$ cat src/hdl/bcr_pkg.sv
// Package of constants and types for the step-down converter control register bank.
package bcr_pkg;

    // ----------------------------------------------------------------
    // Register offsets and field positions
    // ----------------------------------------------------------------
    localparam logic [7:0] ADDR_VOLTAGE_SELECT = 8'h30;
    localparam logic [7:0] ADDR_OPERATING_SCHEME = 8'h31;
    localparam logic [7:0] ADDR_RESERVED_STATUS = 8'h32;
    localparam logic [7:0] ADDR_ENABLE_STATUS = 8'h33;
    localparam int LEVEL_CODE_MSB = 5;
    localparam int BAND_BIT = 6;
    localparam int SCHEME_BIT = 0;
    localparam int ENABLE_BIT = 0;
    localparam int POWER_OK_BIT = 1;
    localparam int WRITE_EXACT_BIT = 2;

    // Writable masks; every other bit is read-only.
    localparam logic [7:0] MASK_VOLTAGE_SELECT = 8'h7f;
    localparam logic [7:0] MASK_OPERATING_SCHEME = 8'h01;
    localparam logic [7:0] MASK_ENABLE_STATUS = 8'h05;

    // ----------------------------------------------------------------
    // Timing
    // ----------------------------------------------------------------
    localparam int CLK_PERIOD_NS = 8;
    localparam int SOFT_START_US = 80;
    localparam int SOFT_START_CYCLES = (SOFT_START_US * 1000) / CLK_PERIOD_NS;
    localparam int RAMP_W = 16;
    localparam logic [RAMP_W-1:0] RAMP_ONE = 16'h0001;

    // Target voltage in millivolts; zero marks an unavailable code.
    localparam int MV_W = 13;

    typedef enum logic [1:0]
    {
        BCR_OFF = 2'b00,
        BCR_RAMP = 2'b01,
        BCR_ON = 2'b10
    } bcr_state_t;

endpackage : bcr_pkg

$ cat src/hdl/bcr_level_rom.sv
// Level code to target millivolt lookup with a registered output.
`timescale 1ns/10ps
module bcr_level_rom
(
    input wire logic clk,
    input wire logic band,
    input wire logic [5:0] code,
    output logic [bcr_pkg::MV_W-1:0] millivolts
);
    import bcr_pkg::*;

    // ----------------------------------------------------------------
    // Table
    // ----------------------------------------------------------------
    // Band 1 is uniform 50 mV steps from 1250; band 0 has irregular steps so is listed.
    function automatic logic [MV_W-1:0] lookup(input logic b, input logic [5:0] c);
        logic [MV_W-1:0] r;
        r = 13'h0000;
        if (b)
        begin
            r = MV_W'(1250 + 50 * int'(c));
        end
        else
        begin
            case (c[5:4])
                2'b01: r = (c[3:0] < 4'h2) ? 13'h0000 :
                    MV_W'((c[3:0] < 4'h8) ? (1050 + 25 * int'(c[3:0])) : (1055 + 25 * int'(c[3:0])));
                2'b10: r = MV_W'((c[3:0] < 4'h5) ? (1455 + 25 * int'(c[3:0])) : (1460 + 25 * int'(c[3:0])));
                2'b11:
                begin
                    case (c[3:0])
                        4'h0: r = 13'h0744;
                        4'h1: r = 13'h0762;
                        4'he: r = 13'h0898;
                        4'hf: r = 13'h08c5;
                        default: r = MV_W'(1865 + 25 * int'(c[3:0]));
                    endcase
                end
                default: r = 13'h0000;
            endcase
        end
        return r;
    endfunction : lookup

    always_ff @(posedge clk)
    begin
        millivolts <= lookup(band, code);
    end

endmodule : bcr_level_rom

$ cat src/hdl/bcr_regs.sv
// Register bank and enable logic for the third step-down converter.
// Contract
// RQ1: 30h holds six-bit level code in bits 5:0 and band bit 6.
// RQ2: Level code and band map to target voltage by table lookup.
// RQ3: Listed bits are read-only with implementation-defined values.
// RQ4: 31h bit 0 selects automatic or forced fixed-frequency switching.
// RQ5: Converter three runs only while its pin is high and enable bit set.
// RQ6: Converters one and two on when master low or hold high, and bit set.
// RQ7: 33h bit 1 reads power-OK, clearing when output drops below threshold.
// RQ8: Host writes 33h bit 2 only with its default value.
// RQ9: Enabling ramps output over an 80 microsecond monotonic soft start.
// RQ10: At power-up each converter regulates to its default voltage.
// RQ11: Host changes voltages only through level code and band writes.
// RQ12: Writes to read-only bits are ignored; other fields still update.
`timescale 1ns/10ps
module bcr_regs
#(
    parameter logic [5:0] DEFAULT_LEVEL_CODE = 6'h02,
    parameter logic DEFAULT_BAND = 1'b1,
    parameter logic DEFAULT_ENABLE = 1'b1,
    parameter logic DEFAULT_WRITE_EXACT = 1'b0,
    parameter logic [7:0] READ_ONLY_VALUE = 8'h00,
    parameter logic CONV1_ENABLE_BIT = 1'b1,
    parameter logic CONV2_ENABLE_BIT = 1'b1,
    parameter int SOFT_START_LEN = bcr_pkg::SOFT_START_CYCLES
)
(
    input wire logic clk,
    input wire logic sys_rst,
    input wire logic reg_write,
    input wire logic reg_read,
    input wire logic [7:0] reg_addr,
    input wire logic [7:0] reg_wdata,
    output logic [7:0] reg_rdata,
    input wire logic master_enable_n,
    input wire logic power_hold_input,
    input wire logic converter3_enable_pin,
    input wire logic output_good,
    output logic third_converter_run,
    output logic third_converter_ramping,
    output logic [bcr_pkg::RAMP_W-1:0] soft_start_step,
    output logic forced_fixed_frequency,
    output logic [bcr_pkg::MV_W-1:0] target_millivolts,
    output logic first_converter_run,
    output logic second_converter_run
);
    import bcr_pkg::*;

    // ----------------------------------------------------------------
    // State
    // ----------------------------------------------------------------
    typedef struct packed
    {
        logic [1:0] mst_sync;
        logic [1:0] hold_sync;
        logic [1:0] pin_sync;
        logic [1:0] good_sync;
        logic [5:0] level_code;
        logic band;
        logic scheme;
        logic enable;
        logic write_exact;
        logic power_ok;
        logic [7:0] rdata;
        bcr_state_t state;
        logic [RAMP_W-1:0] ramp;
        logic run1;
        logic run2;
        logic run3;
        logic ramping;
    } bcr_regs_t;

    bcr_regs_t cur;
    bcr_regs_t next_cur;
    logic run_request;

    // Merge only the writable bits; read-only bits are never stored.
    function automatic logic [7:0] merge(input logic [7:0] old, input logic [7:0] wd, input logic [7:0] m);
        return (old & ~m) | (wd & m);
    endfunction : merge

    // ----------------------------------------------------------------
    // Lookup
    // ----------------------------------------------------------------
    bcr_level_rom u_rom
    (
        .clk(clk),
        .band(cur.band),
        .code(cur.level_code),
        .millivolts(target_millivolts) // see RQ2
    );

    assign run_request = cur.pin_sync[1] & cur.enable; // see RQ5

    // ----------------------------------------------------------------
    // Next state
    // ----------------------------------------------------------------
    // Pins pass two flops; only the second stage feeds logic.
    always_comb
    begin
        logic [7:0] v;
        v = 8'h00;
        next_cur = cur;
        next_cur.mst_sync = {cur.mst_sync[0], master_enable_n};
        next_cur.hold_sync = {cur.hold_sync[0], power_hold_input};
        next_cur.pin_sync = {cur.pin_sync[0], converter3_enable_pin};
        next_cur.good_sync = {cur.good_sync[0], output_good};
        // Power-OK follows the comparator while the converter is fully up.
        next_cur.power_ok = cur.good_sync[1] && (cur.state == BCR_ON); // see RQ7
        next_cur.run1 = (~cur.mst_sync[1] | cur.hold_sync[1]) & CONV1_ENABLE_BIT; // see RQ6
        next_cur.run2 = (~cur.mst_sync[1] | cur.hold_sync[1]) & CONV2_ENABLE_BIT; // see RQ6
        if (reg_write)
        begin
            case (reg_addr)
                ADDR_VOLTAGE_SELECT:
                begin
                    v = merge({1'b0, cur.band, cur.level_code}, reg_wdata, MASK_VOLTAGE_SELECT); // see RQ12
                    next_cur.level_code = v[LEVEL_CODE_MSB:0]; // see RQ1
                    next_cur.band = v[BAND_BIT]; // see RQ1
                end
                ADDR_OPERATING_SCHEME: next_cur.scheme = reg_wdata[SCHEME_BIT]; // see RQ4
                ADDR_ENABLE_STATUS:
                begin
                    next_cur.enable = reg_wdata[ENABLE_BIT]; // see RQ5
                    next_cur.write_exact = reg_wdata[WRITE_EXACT_BIT]; // see RQ8
                end
                default: ;
            endcase
        end
        // Read data is registered; read-only bits other than power-OK show the fixed value.
        if (reg_read)
        begin
            case (reg_addr)
                ADDR_VOLTAGE_SELECT: next_cur.rdata = merge(READ_ONLY_VALUE, {1'b0, cur.band, cur.level_code},
                    MASK_VOLTAGE_SELECT); // see RQ3
                ADDR_OPERATING_SCHEME: next_cur.rdata = merge(READ_ONLY_VALUE, {7'h00, cur.scheme},
                    MASK_OPERATING_SCHEME); // see RQ3
                ADDR_RESERVED_STATUS: next_cur.rdata = READ_ONLY_VALUE; // see RQ3
                ADDR_ENABLE_STATUS:
                begin
                    v = merge(READ_ONLY_VALUE, {5'h00, cur.write_exact, 1'b0, cur.enable}, MASK_ENABLE_STATUS);
                    v[POWER_OK_BIT] = cur.power_ok; // see RQ7
                    next_cur.rdata = v;
                end
                default: next_cur.rdata = 8'h00;
            endcase
        end
        // Soft start counts a fixed ramp; dropping the request stops at once.
        case (cur.state)
            BCR_OFF:
            begin
                next_cur.ramp = '0;
                if (run_request)
                begin
                    next_cur.state = BCR_RAMP; // see RQ9
                end
            end
            BCR_RAMP:
            begin
                if (!run_request)
                begin
                    next_cur.state = BCR_OFF;
                end
                else if (cur.ramp == RAMP_W'(SOFT_START_LEN - 1))
                begin
                    next_cur.state = BCR_ON;
                end
                else
                begin
                    next_cur.ramp = cur.ramp + RAMP_ONE; // see RQ9
                end
            end
            BCR_ON:
            begin
                if (!run_request)
                begin
                    next_cur.state = BCR_OFF;
                end
            end
            default: next_cur.state = BCR_OFF;
        endcase
        // Run flags are decoded ahead of the flop so the outputs carry no decode logic.
        next_cur.run3 = (next_cur.state != BCR_OFF); // see RQ5
        next_cur.ramping = (next_cur.state == BCR_RAMP); // see RQ9
    end

    // ----------------------------------------------------------------
    // Registers
    // ----------------------------------------------------------------
    // Reset loads the factory default level so power-up regulates there.
    always_ff @(posedge clk)
    begin
        if (sys_rst)
        begin
            cur <= '0;
            cur.mst_sync <= 2'b11;
            cur.level_code <= DEFAULT_LEVEL_CODE; // see RQ10
            cur.band <= DEFAULT_BAND; // see RQ10
            cur.enable <= DEFAULT_ENABLE;
            cur.write_exact <= DEFAULT_WRITE_EXACT;
            cur.state <= BCR_OFF;
        end
        else
        begin
            cur <= next_cur;
        end
    end

    assign reg_rdata = cur.rdata;
    assign third_converter_run = cur.run3;
    assign third_converter_ramping = cur.ramping;
    assign soft_start_step = cur.ramp;
    assign forced_fixed_frequency = cur.scheme;
    assign first_converter_run = cur.run1;
    assign second_converter_run = cur.run2;

    // ----------------------------------------------------------------
    // Checks
    // ----------------------------------------------------------------
    property p_level_write;
        @(posedge clk) disable iff (sys_rst)
        reg_write && reg_addr == ADDR_VOLTAGE_SELECT |=> cur.level_code == $past(reg_wdata[5:0]);
    endproperty
    a_level_write: assert property (p_level_write) else $error("Level code not stored."); // see RQ1

    property p_band_write;
        @(posedge clk) disable iff (sys_rst)
        reg_write && reg_addr == ADDR_VOLTAGE_SELECT |=> cur.band == $past(reg_wdata[6]);
    endproperty
    a_band_write: assert property (p_band_write) else $error("Band bit not stored."); // see RQ1

    property p_band1_lookup;
        @(posedge clk) disable iff (sys_rst)
        cur.band && $stable(cur.level_code) && $stable(cur.band) |=>
            target_millivolts == MV_W'(1250 + 50 * int'($past(cur.level_code)));
    endproperty
    a_band1_lookup: assert property (p_band1_lookup) else $error("Band one lookup wrong."); // see RQ2

    property p_reserved_read;
        @(posedge clk) disable iff (sys_rst)
        reg_read && reg_addr == ADDR_RESERVED_STATUS |=> reg_rdata == READ_ONLY_VALUE;
    endproperty
    a_reserved_read: assert property (p_reserved_read) else $error("Reserved register changed."); // see RQ3

    property p_scheme;
        @(posedge clk) disable iff (sys_rst)
        reg_write && reg_addr == ADDR_OPERATING_SCHEME |=> forced_fixed_frequency == $past(reg_wdata[0]);
    endproperty
    a_scheme: assert property (p_scheme) else $error("Scheme bit not applied."); // see RQ4

    property p_disable;
        @(posedge clk) disable iff (sys_rst)
        !cur.enable ##1 !cur.enable |-> !third_converter_run;
    endproperty
    a_disable: assert property (p_disable) else $error("Converter runs while disabled."); // see RQ5

    property p_first_on;
        @(posedge clk) disable iff (sys_rst)
        (!cur.mst_sync[1] || cur.hold_sync[1]) && CONV1_ENABLE_BIT |=> first_converter_run;
    endproperty
    a_first_on: assert property (p_first_on) else $error("First converter not enabled."); // see RQ6

    property p_power_ok;
        @(posedge clk) disable iff (sys_rst)
        !cur.good_sync[1] |=> !cur.power_ok;
    endproperty
    a_power_ok: assert property (p_power_ok) else $error("Power-OK held while output low."); // see RQ7

    property p_ramp_len;
        @(posedge clk) disable iff (sys_rst)
        cur.state == BCR_RAMP && cur.ramp == RAMP_W'(SOFT_START_LEN - 1) && run_request |=> cur.state == BCR_ON;
    endproperty
    a_ramp_len: assert property (p_ramp_len) else $error("Soft start did not end on time."); // see RQ9

    property p_ro_bit;
        @(posedge clk) disable iff (sys_rst)
        reg_read && reg_addr == ADDR_VOLTAGE_SELECT |=> reg_rdata[7] == READ_ONLY_VALUE[7];
    endproperty
    a_ro_bit: assert property (p_ro_bit) else $error("Read-only bit was written."); // see RQ12

endmodule : bcr_regs

$ cat config.mk
export PLATFORM = sky130hd
export DESIGN_NAME = bcr_regs
export DESIGN_NICKNAME = d
export VERILOG_FILES = /design/src/hdl/bcr_pkg.sv /design/src/hdl/bcr_level_rom.sv /design/src/hdl/bcr_regs.sv
export SDC_FILE = /design/constraint.sdc
export NUM_CORES = 1
export LEC_CHECK = 0
export ABC_AREA = 1
export ABC_CLOCK_PERIOD_IN_PS = 2900
export BUFFER_PORTS_ARGS = -buffer_cell sky130_fd_sc_hd__buf_2
export CORE_UTILIZATION = 45
export CTS_CLUSTER_SIZE = 24
export DETAILED_ROUTE_END_ITERATION = 10
export GPL_TIMING_DRIVEN = 1
export PLACE_DENSITY = 0.78
export SLEW_MARGIN = 5
export SYNTH_ARGS = -nofsm -noshare
export SYNTH_HDL_FRONTEND = slang
export SYNTH_SLANG_ARGS = --single-unit
$ cat constraint.sdc
create_clock -name clk -period 2.9 [get_ports clk]
set_input_delay 0.29 -clock clk [delete_from_list [all_inputs] [get_ports clk]]
set_output_delay 0.29 -clock clk [all_outputs]
set_load 0.005 [all_outputs]
==> impl_metrics.env <==
export IMPL_finalSetupViolations=0
export IMPL_drt_wirelength_per_cell_um=12.8
export IMPL_hold_buffers=0
export IMPL_synth_top_cell_area_share=0.261
export IMPL_synth_cell_area_mm2=0.00460
export IMPL_static_leakage_power_nw=2.57
export IMPL_multi_input_area_mm2=0.00287
export IMPL_clkPwrFrac=0.485
export IMPL_syn_avg_cell_area_um2=6.61
export IMPL_hold_path_class="in -> reg"
export IMPL_cts_max_level=3
export IMPL_antenna_cells=0
export IMPL_die_h_um=103
export IMPL_hpwl_um=8450
export IMPL_gr_max_usage_layer="met2"
export IMPL_die_w_um=103
export IMPL_final_setup_tns_ns=0
export IMPL_final_period_utilization=0.938
export IMPL_relSlewSlack=0.385
export IMPL_worst_hold_slack_ns=0.139
export IMPL_yosysSeqAreaShare=0.261
export IMPL_total_power_mw=1.78
export IMPL_core_area_mm2=0.00986
export IMPL_firstDrtPassIters=5
export IMPL_drive_gt1_frac=0.183
export IMPL_cts_reportedPaths_clkPinSlew_ns=0.08
export IMPL_cts_sinks=60
export IMPL_slew_viol_final=0
export IMPL_p_sw_frac=0.240
export IMPL_final_area_mm2=0.00527
export IMPL_stdcell_count=888
export IMPL_syn_inst=697
export IMPL_use_met1=0.301
export IMPL_regArea_mm2=0.00120
export IMPL_crit_arrival_ns=2.96
export IMPL_seq_power_share=0.472
export IMPL_dp_cells=872
export IMPL_cts_root_buffer="clkbuf_8"
export IMPL_p_int_mw=1.35
export IMPL_synth_area_leaders="dfxtp_1, nand2_1, ha_1, nand3_1, inv_1"
export IMPL_yosys_warnings=0
export IMPL_met3_usage=0.0447
export IMPL_initial_utilization=0.467
export IMPL_syn_to_final_growth_pct=14.4
export IMPL_die_area_mm2=0.0106
export IMPL_num_rows=36
export IMPL_cp_max_fo=5
export IMPL_cp_start_kind="flip-flop"
export IMPL_finClkSkew_ns=0.0101
export IMPL_syn_nets=766
export IMPL_combPwrFrac=0.043
export IMPL_final_core_util=0.534
export IMPL_overflow=0
export IMPL_p_sw_mw=0.426
export IMPL_cp_required_ns=3.14
export IMPL_met2_usage=0.349
export IMPL_post_cts_setup_buffer_count=0
export IMPL_grt_max_degree=29
export IMPL_fmax_mhz=368
export IMPL_clock_latency_ns=0.35
export IMPL_routed_wl_um=11400
export IMPL_fin_ws_ns=0.179
export IMPL_grt_pass1_wl_um=18200
export IMPL_period_needed_ns=2.72
export IMPL_detail_route_antenna_nets=0
export IMPL_finalHoldViolations=0
export IMPL_drc=0
export IMPL_clk_path_buf_depth=2
export IMPL_portBuffers=63
export IMPL_nFillCells=944
export IMPL_cap_violations=0
export IMPL_outcome="finished, final reports clean"
export IMPL_ios=66
export IMPL_ys_top_cells_by_count="nand2_1, inv_1, nand3_1"
export IMPL_worstSetupPathType="reg -> reg"
export IMPL_yosysTopAreaCell="dfxtp_1"
export IMPL_synth_most_common_cell="nand2_1"
export IMPL_antenna_found_initial=0
export IMPL_place_congestion=0.939
export IMPL_ys_ff_latch=60
export IMPL_power_density_mw_per_mm2=338
export IMPL_dpl_cell_area_mm2=0.00497
export IMPL_numCtsBuffers=9
export IMPL_grt_pass1_vias=3935
export IMPL_place_ws_ns=0.0916
export IMPL_crit_path_end_kind="flip-flop"
export IMPL_final_net_count=819
export IMPL_track_usage=0.220
export IMPL_cts_tree="yes"
export IMPL_vias=4522
export IMPL_synth_main_ff_cell="dfxtp_1"
export IMPL_irDropWorstVdd_mv=0.366
export IMPL_async_reset_ff_frac=0
export IMPL_drt_iter0_drc=292
export IMPL_ys_types=38
export IMPL_tightest_slew_ns=0.919
export IMPL_synth_edf_count=0
export IMPL_via_per_inst=5.09
worst max-delay path, stage by stage (launching register included):
cell      delay, ns
dfxtp_1        0.35
buf_4          0.16
ha_1           0.29
ha_1           0.30
ha_1           0.30
ha_2           0.34
a21oi_2        0.16
nand2_1        0.08
xnor2_1        0.27
nor2_2         0.10
nand2_1        0.07
nand2_1        0.06
nand2_1        0.06
o211ai_1       0.08
routing by layer:
metal / wire length (um) / vias to the layer above / part of all wire
li1: - / 2338 / -
met1: 5350 / 1993 / 0.47
met2: 5020 / 170 / 0.44
met3: 799 / 21 / 0.070
met4: 216 / 0 / 0.019
met5: 0 / - / 0
final cells by class:
class / instances / share of cell area
Multi-Input combinational cell: 506 / 0.546
Sequential cell: 60 / 0.228
Timing Repair Buffer: 82 / 0.0870
Inverter: 91 / 0.0651
Tap cell: 133 / 0.0316
Clock buffer: 9 / 0.0235
Clock inverter: 7 / 0.0188
sequential cells by signal (all words and copies together) (netlist names):
signal / cells
cur: 20
forced_fixed_frequency: 1
reg_rdata: 7
second_converter_run: 1
soft_start_step: 16
third_converter_ramping: 1
third_converter_run: 1
u_rom.millivolts: 13
kinds of logic (layout without fill, tap and decap cells):
kind of cell               Yosys count  count (layout)  share of synthesized area
DFF                                 60              60                      0.261
xor gates and xnor gates            24              24                     0.0457
AOI/OAI and AO/OA                  110             110                      0.132
and+or+nand+nor                    326             326                      0.306
other                                1               1                   0.000814
adders and majority gates           45              45                      0.124
buffers and inverters              131             189                      0.131
layout by cell type, fill, tap and decap left out, types with 3 or more instances in the layout:
| cell type | synthesis | layout |
|---|---|---|
| a21oi_1 | 49 | 47 |
| a21oi_2 | 8 | 10 |
| buf_2 | 6 | 63 |
| buf_4 | 25 | 19 |
| clkbuf_8 | 0 | 9 |
| dfxtp_1 | 60 | 59 |
| ha_1 | 44 | 40 |
| inv_1 | 80 | 80 |
| inv_2 | 9 | 9 |
| nand2_1 | 175 | 175 |
| nand3_1 | 61 | 61 |
| nand3b_1 | 10 | 10 |
| nand4_1 | 6 | 6 |
| nor2_1 | 53 | 52 |
| nor2_2 | 2 | 3 |
| nor3_1 | 8 | 8 |
| o211ai_1 | 7 | 7 |
| o21ai_0 | 36 | 36 |
| o21ai_1 | 5 | 5 |
| o22ai_1 | 3 | 3 |
| or2_2 | 3 | 3 |
| xnor2_1 | 8 | 6 |
| xor2_1 | 16 | 14 |
final timing paths:
check | slack [ns] | from | endpoint | cells past startpoint
max | 0.18 | cur[38] | u_rom.millivolts[11] | 13
min reg2reg | 0.40 | cur[41] | cur[42] | 2
min | 0.14 | power_hold_input | cur[45] | 3
max reg2reg | 0.18 | cur[38] | u_rom.millivolts[11] | 13
power groups by stage:
stage	registers (mW)	logic, mW	clock network, mW
after CTS	0.839	0.0758	0.883
final	0.839	0.0772	0.862
after floorplan	0.857	0.0492	0
after global placement	0.858	0.0741	0
after global routing	0.840	0.0865	0.914
after detailed placement	0.858	0.0752	0
timing repair:
action / in CTS / in global routing
hold endpoints to repair: 0 / 0
setup endpoints to repair: 0 / 5
gates resized for setup: 0 / 13
Note: power is estimated with default switching activity, not from simulation.
